`src/pkg/slot_port_regs.svh`:
```
// Constants for the card slot host bus port
`ifndef SLOT_PORT_REGS_SVH
`define SLOT_PORT_REGS_SVH
`define ADDR_W 18
`define DATA_W 16
`define SPACE_BIT 17
`define BLOCK_BYTES 32'h0004_0000
`define MEM_BASE 18'h20000
`define ACCESS_CYCLES 4'h2
`define CNT_W 4
`define LOW_BYTE 7:0
`define HIGH_BYTE 15:8
`define STRAP_ENDIAN 0
`define STRAP_HOLD_POL 1
`define STRAP_CLK_RATIO 2
`endif

```
`src/pkg/slot_port_pkg.sv`:
```
// Types shared by the card slot host bus port
package slot_port_pkg;
  typedef enum logic [2:0] {
    st_idle = 3'b000,
    st_grant = 3'b001,
    st_access = 3'b010,
    st_done = 3'b011
  } port_state_e;

  typedef struct packed {
    logic endian;
    logic hold_active_high;
    logic clock_half;
  } strap_s;

  typedef struct packed {
    logic write;
    logic to_memory;
    logic [1:0] lanes;
    logic [17:0] addr;
    logic [15:0] data;
  } access_s;
endpackage

```
`src/rtl/card_slot_host_bus_port.sv`:
```
// Sixteen-bit strobe host port with wait and refresh arbitration
`timescale 1ns/1ps
`include "slot_port_regs.svh"
// What this block does
// [RULE1] Host presents address then card enables
// [RULE2] Low enable alone: byte on low lanes
// [RULE3] High enable alone: odd byte, upper lanes; here the low lane is always on, so this gives both lanes
// [RULE4] Both enables: sixteen-bit word transfer
// [RULE5] Host space select chooses memory or IO
// [RULE6] IO space uses dedicated read/write strobes
// [RULE7] Cycle stretched while hold is asserted
// [RULE8] Bus configuration latched when reset releases
// [RULE9] Host byte lanes swapped onto chip lanes
// [RULE10] Low address direct, upper bits externally latched
// [RULE11] Chip select from external address decode
// [RULE12] Memory/register select steers access target
// [RULE13] Second write enable is high byte enable
// [RULE14] Host IO write drives write strobe low
// [RULE15] Host IO read drives read strobe low
// [RULE16] Hold output marks data valid or accepted
// [RULE17] Hold host while refresh owns resource
// [RULE18] Bus start and direction tied high
// [RULE19] Internal bus clock derived from clock input
// [RULE20] Board sets endian strap for reset latch
// [RULE21] Strap chooses hold output polarity
// [RULE22] Strap chooses clock ratio two or one
// [RULE23] Registers then memory, aliased every block
// [RULE24] Strobes resynchronised before use
// [RULE25] Hold asserted on select, released on done
module card_slot_host_bus_port #(
  parameter int ADDR_W = `ADDR_W,
  parameter int DATA_W = `DATA_W
) (
  input wire logic mclk_i,
  input wire logic reset_i,
  input wire logic clk_en_i,
  input wire logic chip_select_n_i,
  input wire logic mem_reg_select_i,
  input wire logic write_strobe_n_i,
  input wire logic read_strobe_n_i,
  input wire logic high_byte_enable_n_i,
  input wire logic bus_start_n_i,
  input wire logic [ADDR_W-1:0] port_addr_in_i,
  input wire logic [DATA_W-1:0] port_data_in_i,
  input wire logic endian_strap_i,
  input wire logic hold_polarity_strap_i,
  input wire logic clock_ratio_strap_i,
  input wire logic refresh_busy_i,
  input wire logic [DATA_W-1:0] core_rdata_i,
  output logic [DATA_W-1:0] port_data_out_o,
  output logic port_data_oe_o,
  output logic slot_hold_o,
  output logic core_req_o,
  output slot_port_pkg::access_s core_access_o,
  output slot_port_pkg::strap_s strap_o,
  output logic bus_clk_en_o
);
  // Two-stage synchronisers for every pin input
  // The bus start pin is tied off by the board and is not used here
  localparam int SYNC_W = 5 + ADDR_W + DATA_W;
  logic [SYNC_W-1:0] sync1_q, sync1_d;
  logic [SYNC_W-1:0] sync2_q, sync2_d;
  logic cs_n_s, mr_s, wr_n_s, rd_n_s, hbe_n_s;
  logic [ADDR_W-1:0] addr_s;
  logic [DATA_W-1:0] wdata_s;

  always_comb
  begin
    sync1_d = {chip_select_n_i, mem_reg_select_i, write_strobe_n_i,
               read_strobe_n_i, high_byte_enable_n_i, port_addr_in_i,
               port_data_in_i}; // [RULE24]
    sync2_d = sync1_q;
  end

  // Reset to the idle level of every strobe, so no false access follows
  // reset before the pins have been sampled
  always_ff @(posedge mclk_i)
  begin
    if (reset_i)
    begin
      sync1_q <= '1;
      sync2_q <= '1;
    end
    else if (clk_en_i)
    begin
      sync1_q <= sync1_d;
      sync2_q <= sync2_d;
    end
  end

  assign {cs_n_s, mr_s, wr_n_s, rd_n_s, hbe_n_s, addr_s, wdata_s} =
    sync2_q;

  // Straps get their own pair of flip-flops; these run through reset so
  // that a settled value is waiting when reset releases
  slot_port_pkg::strap_s strap_sync1_q, strap_sync1_d;
  slot_port_pkg::strap_s strap_sync2_q, strap_sync2_d;

  always_comb
  begin
    strap_sync1_d.endian = endian_strap_i;
    strap_sync1_d.hold_active_high = hold_polarity_strap_i;
    strap_sync1_d.clock_half = clock_ratio_strap_i; // [RULE24]
    strap_sync2_d = strap_sync1_q;
  end

  always_ff @(posedge mclk_i)
  begin
    if (clk_en_i)
    begin
      strap_sync1_q <= strap_sync1_d;
      strap_sync2_q <= strap_sync2_d;
    end
  end

  // Straps caught in the first enabled cycle after reset release
  // Strobes are ignored until this has happened
  slot_port_pkg::strap_s strap_q, strap_d;
  logic strap_done_q, strap_done_d;

  always_comb
  begin
    strap_d = strap_q;
    strap_done_d = 1'b1;
    if (!strap_done_q)
    begin
      strap_d.endian = strap_sync2_q.endian; // [RULE8]
      strap_d.hold_active_high = strap_sync2_q.hold_active_high; // [RULE21]
      strap_d.clock_half = strap_sync2_q.clock_half; // [RULE22]
    end
  end

  always_ff @(posedge mclk_i)
  begin
    if (reset_i)
    begin
      strap_q <= '0;
      strap_done_q <= 1'b0;
    end
    else if (clk_en_i)
    begin
      strap_q <= strap_d;
      strap_done_q <= strap_done_d;
    end
  end

  // Internal bus clock enable: every cycle or every second one
  // At two-to-one the sequencer may only start an access on a tick
  logic div_q, div_d;
  logic bus_tick;
  always_comb
  begin
    div_d = strap_q.clock_half ? ~div_q : 1'b1; // [RULE19] [RULE22]
  end
  assign bus_tick = strap_q.clock_half ? div_q : 1'b1;

  always_ff @(posedge mclk_i)
  begin
    if (reset_i)
      div_q <= 1'b0;
    else if (clk_en_i)
      div_q <= div_d;
  end

  // Byte swap for the endian strap, used in both data directions
  function automatic logic [DATA_W-1:0] swap_bytes(
    input logic [DATA_W-1:0] v
  );
    return {v[`LOW_BYTE], v[`HIGH_BYTE]};
  endfunction

  // Access sequencer
  slot_port_pkg::port_state_e state_q, state_d;
  slot_port_pkg::access_s acc_q, acc_d;
  logic [`CNT_W-1:0] cnt_q, cnt_d;
  logic [DATA_W-1:0] rdata_q, rdata_d;
  logic waiting_q, waiting_d;
  logic oe_q, oe_d;
  logic req_q, req_d;
  logic strobe_on;
  logic [1:0] lanes;

  // Low lane always takes part; the high byte enable adds the upper lane
  assign lanes = {~hbe_n_s, 1'b1}; // [RULE2] [RULE3] [RULE4] [RULE13]
  assign strobe_on = !cs_n_s && strap_done_q && (!wr_n_s || !rd_n_s);

  always_comb
  begin
    state_d = state_q;
    acc_d = acc_q;
    cnt_d = cnt_q;
    rdata_d = rdata_q;
    waiting_d = waiting_q;
    oe_d = oe_q;
    req_d = 1'b0;
    case (state_q)
      slot_port_pkg::st_idle:
      begin
        if (strobe_on) // [RULE11]
        begin
          waiting_d = 1'b1; // [RULE25]
          acc_d.write = !wr_n_s; // [RULE14] [RULE15]
          acc_d.to_memory = mr_s; // [RULE12]
          // Upper address bits ignored: block repeats by aliasing
          acc_d.addr = addr_s; // [RULE23]
          acc_d.lanes = lanes;
          acc_d.data = strap_q.endian ? swap_bytes(wdata_s) : wdata_s;
          state_d = slot_port_pkg::st_grant;
        end
      end
      slot_port_pkg::st_grant:
      begin
        // Refresh owns the core: the host stays held until it lets go
        if (!refresh_busy_i && bus_tick) // [RULE17]
        begin
          req_d = 1'b1;
          cnt_d = `ACCESS_CYCLES;
          state_d = slot_port_pkg::st_access;
        end
      end
      slot_port_pkg::st_access:
      begin
        // The host stays held while the count runs down
        if (cnt_q != '0)
          cnt_d = cnt_q - `CNT_W'(1);
        else
        begin
          // Data and the release of hold leave on one edge, so the host
          // never takes stale data
          rdata_d = strap_q.endian ? swap_bytes(core_rdata_i) : core_rdata_i;
          oe_d = !acc_q.write;
          waiting_d = 1'b0; // [RULE16] [RULE7]
          state_d = slot_port_pkg::st_done;
        end
      end
      slot_port_pkg::st_done:
      begin
        // One strobe is one access: wait for the host to let go
        if (cs_n_s || (wr_n_s && rd_n_s))
        begin
          oe_d = 1'b0;
          state_d = slot_port_pkg::st_idle;
        end
      end
      default:
        state_d = slot_port_pkg::st_idle;
    endcase
  end

  always_ff @(posedge mclk_i)
  begin
    if (reset_i)
    begin
      state_q <= slot_port_pkg::st_idle;
      acc_q <= '0;
      cnt_q <= '0;
      rdata_q <= '0;
      waiting_q <= 1'b0;
      oe_q <= 1'b0;
      req_q <= 1'b0;
    end
    else if (clk_en_i)
    begin
      state_q <= state_d;
      acc_q <= acc_d;
      cnt_q <= cnt_d;
      rdata_q <= rdata_d;
      waiting_q <= waiting_d;
      oe_q <= oe_d;
      req_q <= req_d;
    end
  end

  // Registered pin outputs, hold polarity from strap
  // Hold leaves reset high; under an active-high strap that reads as held
  // until the straps are latched on the first cycle after release
  logic hold_q, hold_d;
  logic tick_q;
  always_comb
  begin
    hold_d = waiting_d ~^ strap_d.hold_active_high; // [RULE21] [RULE7]
  end

  always_ff @(posedge mclk_i)
  begin
    if (reset_i)
    begin
      hold_q <= 1'b1;
      tick_q <= 1'b0;
    end
    else if (clk_en_i)
    begin
      hold_q <= hold_d;
      tick_q <= div_d;
    end
  end

  assign slot_hold_o = hold_q;
  assign port_data_out_o = rdata_q;
  assign port_data_oe_o = oe_q;
  assign core_req_o = req_q;
  assign core_access_o = acc_q;
  assign strap_o = strap_q;
  assign bus_clk_en_o = tick_q;
endmodule

```
`config.mk`:
```
export PLATFORM = sky130hd
export DESIGN_NAME = card_slot_host_bus_port
export DESIGN_NICKNAME = d
export VERILOG_FILES = /design/src/pkg/slot_port_pkg.sv /design/src/rtl/card_slot_host_bus_port.sv
export VERILOG_INCLUDE_DIRS = /design/src /design/src/pkg
export SDC_FILE = /design/constraint.sdc
export NUM_CORES = 1
export LEC_CHECK = 0
export BUFFER_PORTS_ARGS = -buffer_cell sky130_fd_sc_hd__buf_4
export CORE_MARGIN = 8
export CORE_UTILIZATION = 54
export DETAILED_ROUTE_END_ITERATION = 10
export PLACE_DENSITY = 0.79
export SYNTH_ARGS = -nofsm -noshare
export SYNTH_HDL_FRONTEND = slang
export SYNTH_SLANG_ARGS = --single-unit
```
`constraint.sdc`:
```
create_clock -name mclk_i -period 2.62 [get_ports mclk_i]
set_clock_uncertainty 0.15 [all_clocks]
set_input_delay 0.131 -clock mclk_i [delete_from_list [all_inputs] [get_ports mclk_i]]
set_output_delay 0.131 -clock mclk_i [all_outputs]
set_load 0.01 [all_outputs]
```
After elaboration in Yosys (flattened, before gate mapping)

Cells that the tools add are included.

Bits in registers: 154
Input bits: 63
Output and inout bits: 61
Word-level logic and storage cells: 81

Add/sub/neg operators: 1
Equal/unequal tests: 8
Muxes and demuxes: 21
Bitwise logic cells: 5
Reductions and logical operators: 21

Operators with widths:

| operator              | number |
|---|---|
| $mux W16              | 2 |
| $mux W3               | 4 |
| $pmux W3 S4           | 1 |
| $ne A2 B2 Y1 const B  | 5 |
| $mux W1               | 8 |
| $mux W4               | 2 |
| $pmux W4 S2           | 1 |
| $reduce_and A4 Y1     | 2 |
| $eq A3 B2 Y1 const B  | 2 |
| $reduce_and A3 Y1     | 2 |
| $logic_not A1 Y1      | 5 |
| $reduce_and A5 Y1     | 1 |
| $logic_and A1 B1 Y1   | 4 |
| $not A1 Y1            | 4 |
| $pmux W1 S2           | 2 |
| $reduce_bool A2 Y1    | 2 |
| $reduce_bool A4 Y1    | 1 |
| $sub A4 B1 Y4 const B | 1 |
| $eq A3 B1 Y1 const B  | 1 |
| $logic_not A3 Y1      | 1 |
| $logic_or A1 B1 Y1    | 2 |
| $mux W2               | 1 |
| $reduce_and A2 Y1     | 1 |
| $xnor A1 B1 Y1        | 1 |

Longest topological paths before layout

Gate-level depths: netlist of run 1.

Depth in word-level cells: 6
Depth in mapped cells: 8
Mapped depth without buffers: 6

Worst setup path after synthesis of run 1

No wires, ideal clock.

Path type: register to register
From: register state_q[0]
To: register cnt_q[3]
Setup time: 70 ps
Data arrival time: 1706 ps
Data required time: 2400 ps
Path slack: 694 ps
Stages on the path, launching flop included: 7
Buffers on the path: 0
Clock period less this slack: 1926 ps
Cells stage by stage: dfxtp_1 -> inv_1 -> ha_1 -> and4bb_4 -> or2_4 -> or4_1 -> a21boi_1

Longest elaborated chain between the ends: 3
Elaborated cells between the ends (all ways): 7
Those cells by class: 4 x eq/ne; 1 x mux; 2 x reduce/logical

RTL lines:

| what                                                         | line                           | text |
|---|---|---|
| start, declared                                              | card_slot_host_bus_port.sv:173 | `slot_port_pkg::port_state_e state_q, state_d;` |
| start signal, assigned                                       | card_slot_host_bus_port.sv:254 | `state_q <= slot_port_pkg::st_idle;` |
| start signal, assigned                                       | card_slot_host_bus_port.sv:264 | `state_q <= state_d;` |
| $eq A3 B2 Y1 or $eq A3 B1 Y1 (tied branches)                 | card_slot_host_bus_port.sv:196 | `case (state_q)` |
| $ne A2 B2 Y1 (no line) or $reduce_bool A2 Y1 (tied branches) | n/a                            |  |
| $reduce_and A4 Y1 (no line)                                  | n/a                            |  |
| end signal, assigned                                         | card_slot_host_bus_port.sv:266 | `cnt_q <= cnt_d;` |
| end, declared                                                | card_slot_host_bus_port.sv:175 | `` logic [`CNT_W-1:0] cnt_q, cnt_d; `` |

Several ways; a longest one is shown, not always the timed one.
A chain may end at the register's enable or synchronous reset.

Worst setup path after layout of run 1

From: register strap_q, in the netlist strap_o[2]
To: register rdata_q[6], in the netlist port_data_out_o[6]

Longest elaborated chain between the ends: 1

RTL lines:

| what                   | line                           | text |
|---|---|---|
| start, declared        | card_slot_host_bus_port.sv:118 | `slot_port_pkg::strap_s strap_q, strap_d;` |
| start signal, assigned | card_slot_host_bus_port.sv:142 | `strap_q <= strap_d;` |
| $mux W16               | card_slot_host_bus_port.sv:230 | `rdata_d = strap_q.endian ? swap_bytes(core_rdata_i) : core_rdata_i;` |
| end signal, assigned   | card_slot_host_bus_port.sv:267 | `rdata_q <= rdata_d;` |
| end, declared          | card_slot_host_bus_port.sv:176 | `logic [DATA_W-1:0] rdata_q, rdata_d;` |

Every way passes these cells.

==> out/qor.yml, run 1 <==
min_path:
  whs_path_depth: 2
  holdCritPathClass: "in2reg"
  min_from: "hold_polarity_strap_i"
  whs_endpoint: "strap_sync1_q[1]"
place:
  gp_congestion: 0.7599
  port-buffer-count: 122
  hpwl_um: 9170
detailed_routing:
  drt_first_pass_iters: 5
  via_per_inst: 5.242
  routedWlPerCell_um: 16.21
  drtIter0Drc: 278
  route.detailed.drc: 0
  totalWireLength_um: 15100
  dr_total_vias: 4880
  antenna_left: 0
pwr:
  totalPowerFinal_mw: 5.229
  internal-power_mw: 4.067
  switching_power_mw: 1.162
  leakagePower_nw: 3.467
  p_per_area_nw_per_um2: 638.5
  p_sw_share_pct: 22.22
  pwr-share-comb_pct: 8.4
  power_frac_seq_pct: 47.2
  clockPowerShare_pct: 44.4
  vdd_drop_max_uv: 476.7
critical_path:
  path_class: "reg2reg"
  crit_required_ns: 2.84
  r2r_setup_slack_ns: 0.41
  cp-end-kind: "register"
  r2r_end: "port_data_out_o[6]"
  critical_path.max_fanout: 19
  r2r_cells: 4
  r2r_start: "strap_o[2]"
  arrival_ns: 2.43
  cp_num_buf_inv: 2
  startpoint_type: "register"
  crit_chain: "buf_4 -> mux2i_1 -> dlygate4sd3_1 -> a211oi_1"
  slowest_stage: "dfxtp_2"
  cpPeakStageDelay_ns: 0.71
  path_delay_family: "buffers and inverters"
grt:
  grt_pass1_vias: 5004
  grtUsageTotal_pct: 20.92
  gr-total-overflow: 0
  grt_max_degree: 71
  antenna_found_initial: 0
  grt_pass1_wl_um: 24560
floorplan:
  start_util_pct: 54.75
  core-area_sq_um: 10750
  ios: 124
  fp.dieW_um: 120.4
  rows: 38
  die-height_um: 120.4
  die-area_sq_um: 14490
sta:
  maxSlewHeadroom_pct: 46.94
  setup_viol: 0
  min_period_ns: 2.212
  fmax_mhz: 452.0
  maxSlewViolCount: 0
  rsz0062_at_grt: "false"
  fin_crit_sh_pct: 84.43
  tightest_slew_ns: 0.7959
  tns_ns: 0
  hold_viol_final: 0
yosys:
  synth_mux_area_share_pct: 19.76
  ys_ff_latch: 153
  synth_edf_count: 6
  yosys.area_share.simple_pct: 13.61
  post_synth.cell_area_avg_sq_um: 9.904
  synthAdderAreaFrac_pct: 1.276
  ys.flop_type: "dfxtp_1"
  synth_compound_area_share_pct: 8.635
  synthCells: 594
  synth.cell_area_sq_um: 5883
  syn-num-nets: 663
  synth_warnings: 0
  seq_area_frac_synth_pct: 53.08
  yosysUniqueCellTypes: 35
  synth_top_family_by_area: "multiplexers"
  synth-xor-area-share_pct: 0
  async_flop_share_pct: 0
clock_tree:
  htree_levels: 4
  clk_pin_slew_worst_paths_ns: 0.06
  cts_max_path_buffers: 2
  cts_buffers: 17
  cts_setup_buffers: 0
  cts_resized: 0
  clkSinkCount: 153
  cts-root-buf: "clkbuf_8"
  cts_tree: "yes"
  clkLatencyLatePin_ns: 0.52
layout:
  multi_input_area_sq_um: 2547
  nets: 847
  num_antenna_cells: 0
  layout-drive-gt1-share_pct: 21.49
  num-fill-cells: 708
  seqCellArea_sq_um: 3124
  area_growth_syn_to_layout_pct: 39.20
run:
  maxCapViolations: 0
run_status:
  status: "completed"
## cell families (layout without fill, tap and decap cells)
family	after synthesis	count (layout)
buffers and inverters	50	247
AND/OR/NAND/NOR	191	191
multiplexers	116	116
adder cells (fa/ha/maj)	6	6
flip-flops	153	153
AO/OA/AOI/OAI	78	78
## worst reg2reg max path: stages (launching register included)
cell,delay [ns]
dfxtp_2,0.71
buf_4,0.33
mux2i_1,0.22
dlygate4sd3_1,0.58
a211oi_1,0.07
## per-layer routing
layer  up-vias  track usage [%]  wire (um)
met3        21            5.781        845
met4         0            8.509        210
met5         -                0          0
met2       133            35.85       7659
li1       2418                -          -
met1      2308            24.22       6380
## synth_stat cells, types with 2 or more instances
cell type	n	area [sq um]
dfxtp_1	147	2943
clkbuf_1	20	75.07
nand2b_1	5	31.28
or4_1	4	30.03
ha_1	6	75.07
nor2b_1	5	31.28
nand2_1	120	450.4
o31ai_1	3	22.52
a21boi_1	2	15.01
a211oi_1	34	255.2
nand3_1	3	15.01
edfxtp_1	6	180.2
o21ai_0	5	25.02
buf_2	21	105.1
nand4_1	2	12.51
a21oi_1	28	140.1
nor2_1	45	168.9
inv_1	7	26.28
mux2i_1	115	1151
## power groups by stage
stage | registers, mW | logic (mW) | clock network [mW]
6_report | 2.47 | 0.438 | 2.32
2_1_floorplan | 2.50 | 0.214 | 0
3_3_place_gp | 2.51 | 0.319 | 0
3_5_place_dp | 2.52 | 0.330 | 0
4_1_cts | 2.46 | 0.430 | 2.36
5_1_grt | 2.47 | 0.474 | 2.47
## what timing repair did
action	CTS	global route
hold buffers	76	0
endpoints found under the hold margin	73	0
endpoints found under the setup margin	0	0
## state kept, by name, indices dropped and copies added, names as in the netlist
register / cells
sync1_q: 39
strap_done_q: 1
strap_sync2_q: 3
slot_hold_o: 1
core_access_o: 38
port_data_out_o: 16
core_req_o: 1
state_q: 2
bus_clk_en_o: 1
waiting_q: 1
port_data_oe_o: 1
strap_o: 3
strap_sync1_q: 3
cnt_q: 4
sync2_q: 39
## cells in the final DEF (no fill, tap or decap), types with 2 or more instances in the layout
master         Yosys  layout
bufinv_16          0       2
ha_1               6       6
dlygate4sd3_1      0      76
dfxtp_1          147     146
clkinv_2           0       5
nand2b_1           5       5
mux2i_1          115     115
a21boi_1           2       2
nor2b_1            5       5
clkbuf_16          0      16
buf_4              0     131
edfxtp_1           6       6
clkinv_4           0       2
clkbuf_8           0       3
inv_1              7       7
nand3_1            3       3
inv_4              0       2
nor2_1            45      45
a211oi_1          34      34
or4_1              4       4
nand2_1          120     120
o21ai_0            5       5
o31ai_1            3       3
nand4_1            2       2
a21oi_1           28      28
## layout make-up
class | instances | share of cell area [%]
Clock inverter | 12 | 1.497
Sequential cell | 153 | 38.15
Timing Repair Buffer | 207 | 21.30
Inverter | 8 | 0.3667
Clock buffer | 20 | 5.439
Multi-Input combinational cell | 391 | 31.11
Tap cell | 140 | 2.139
## how the worst max path moves through the flow
| stage | startpoint | depth (start not counted) | endpoint | slack, ns |
|---|---|---|---|---|
| after floorplan | state_q[0] | 6 | cnt_q[3] | 0.69 |
| after global placement | state_q[0] | 6 | cnt_q[3] | 0.63 |
| after detailed placement | state_q[0] | 6 | port_data_out_o[7] | 0.51 |
| after CTS | strap_o[2] | 4 | port_data_out_o[13] | 0.47 |
| after global routing | state_q[0] | 6 | port_data_out_o[9] | 0.29 |
| final | strap_o[2] | 4 | port_data_out_o[6] | 0.41 |
## per-stage QoR
stage | area (sq um) | utilization, % | setup slack [ns] | hold WS [ns] | std cells
2_1_floorplan | 5883 | - | 0.6943 | 0.07987 | 594
3_5_place_dp | 6860 | 63.84 | 0.5050 | 0.1620 | 823
3_3_place_gp | 6860 | 63.84 | 0.6280 | 0.1603 | 823
4_1_cts | 8189 | 76.21 | 0.4657 | 0.1564 | 931
6_report | 8189 | 76.21 | 0.4078 | 0.1787 | 931
5_1_grt | 8189 | 76.21 | 0.2872 | 0.1629 | 931
Note: power is estimated with default switching activity, not from simulation.
==> run 2: changes to the inputs <==
==> constraint.sdc (replaced) <==
create_clock -name mclk_i -period 2.19 [get_ports mclk_i]
set_clock_uncertainty 0.15 [all_clocks]
set_input_delay 0.1095 -clock mclk_i [delete_from_list [all_inputs] [get_ports mclk_i]]
set_output_delay 0.1095 -clock mclk_i [all_outputs]
set_load 0.01 [all_outputs]
==> out/qor.yml, run 2 (synthesis gave the netlist of run 1 again) <==
grt:
  grt_pass1_wl_um: 24340
  antenna_found_initial: 0
  grt_max_degree: 56
  gr-total-overflow: 0
  grt_pass1_vias: 5068
  grtUsageTotal_pct: 20.68
clock_tree:
  cts_buffers: 17
  htree_levels: 4
  clkLatencyLatePin_ns: 0.52
  cts_max_path_buffers: 2
  cts_hold_buffers: 71
  cts_tree: "yes"
  cts_resized: 0
  cts-root-buf: "clkbuf_8"
  cts_setup_buffers: 0
  clk_pin_slew_worst_paths_ns: 0.06
  clkSinkCount: 153
detailed_routing:
  drt_first_pass_iters: 4
  route.detailed.drc: 0
  routedWlPerCell_um: 16.05
  via_per_inst: 5.325
  drtIter0Drc: 287
  totalWireLength_um: 14910
  dr_total_vias: 4947
  antenna_left: 0
run:
  maxCapViolations: 0
floorplan:
  start_util_pct: 54.75
  die-area_sq_um: 14490
  fp.dieW_um: 120.4
  ios: 124
  core-area_sq_um: 10750
  die-height_um: 120.4
  rows: 38
sta:
  tns_ns: 0
  hold_viol_final: 0
  min_period_ns: 2.060
  fin_crit_sh_pct: 94.09
  tightest_slew_ns: 0.5361
  holdWs_ns: 0.1665
  fmax_mhz: 485.3
  layout_setup_ws_ns: 0.1295
  maxSlewHeadroom_pct: 64.26
  setup_viol: 0
  rsz0062_at_grt: "false"
  maxSlewViolCount: 0
layout:
  area_growth_syn_to_layout_pct: 40.26
  layout_common_cells: "146 x dfxtp_1, 130 x buf_4, 120 x nand2_1"
  nets: 845
  layout-drive-gt1-share_pct: 22.05
  final_util_pct: 76.79
  layout_commonest_cell: "dfxtp_1"
  num_antenna_cells: 0
pwr:
  clockPowerShare_pct: 46.0
  pwr-share-comb_pct: 8.1
  leakagePower_nw: 3.480
  switching_power_mw: 1.434
  p_sw_share_pct: 22.32
  internal-power_mw: 4.993
  power_frac_seq_pct: 45.9
  vdd_drop_max_uv: 521.9
  p_per_area_nw_per_um2: 778.9
run_status:
  status: "completed"
place:
  dp_slack_ns: 0.1903
  gp_congestion: 0.7758
  hpwl_um: 9431
  port-buffer-count: 122
critical_path:
  cp-end-kind: "register"
  crit_required_ns: 2.43
  arrival_ns: 2.30
  critical_path.max_fanout: 19
  r2r_setup_slack_ns: 0.13
  path_class: "reg2reg"
  startpoint_type: "register"
min_path:
  holdCritPathClass: "in2reg"
## run 2: stage by stage
stage	cells	total power, mW	instance area, sq um
after CTS	929	6.457	8252
final	929	6.427	8252
after global routing	929	6.626	8252
after floorplan	594	3.243	5883
after global placement	826	3.392	6933
after detailed placement	826	3.413	6933
## run 2: final cells by class
cell class	count	area, sq um
clock buffers	19	441.7
multi-input cells	391	2547
repair buffers	205	1767
flip-flops and latches	153	3124
fillers	719	2494
clock inverters	13	166.4
well taps	140	175.2
inverters	8	30.03
## run 2: critical path, stage by stage (launching register included)
cell           delay (ns)
dfxtp_2              0.65
buf_12               0.25
mux2i_1              0.23
dlygate4sd3_1        0.58
a211oi_1             0.07
## run 2: power groups by stage
stage,sequential (mW),clock [mW],combinational (mW)
6_report,2.95,2.96,0.520
5_1_grt,2.96,3.11,0.561
4_1_cts,2.95,3.00,0.514
3_3_place_gp,3.00,0,0.390
3_5_place_dp,3.01,0,0.405
2_1_floorplan,2.99,0,0.256
## run 2: worst paths after layout
kind                         endpoint  cells after the start             startpoint
setup reg to reg  port_data_out_o[11]                      4             strap_o[2]
setup / recovery  port_data_out_o[11]                      4             strap_o[2]
hold / removal       strap_sync1_q[1]                      2  hold_polarity_strap_i
hold reg to reg      strap_sync2_q[0]                      0       strap_sync1_q[0]
## run 2: per-layer routing
layer  share of wire, %  global-route usage, %
met4                1.7                  8.041
met5                  0                      0
met3                5.7                  6.107
met1                 42                  23.10
met2                 51                  36.30
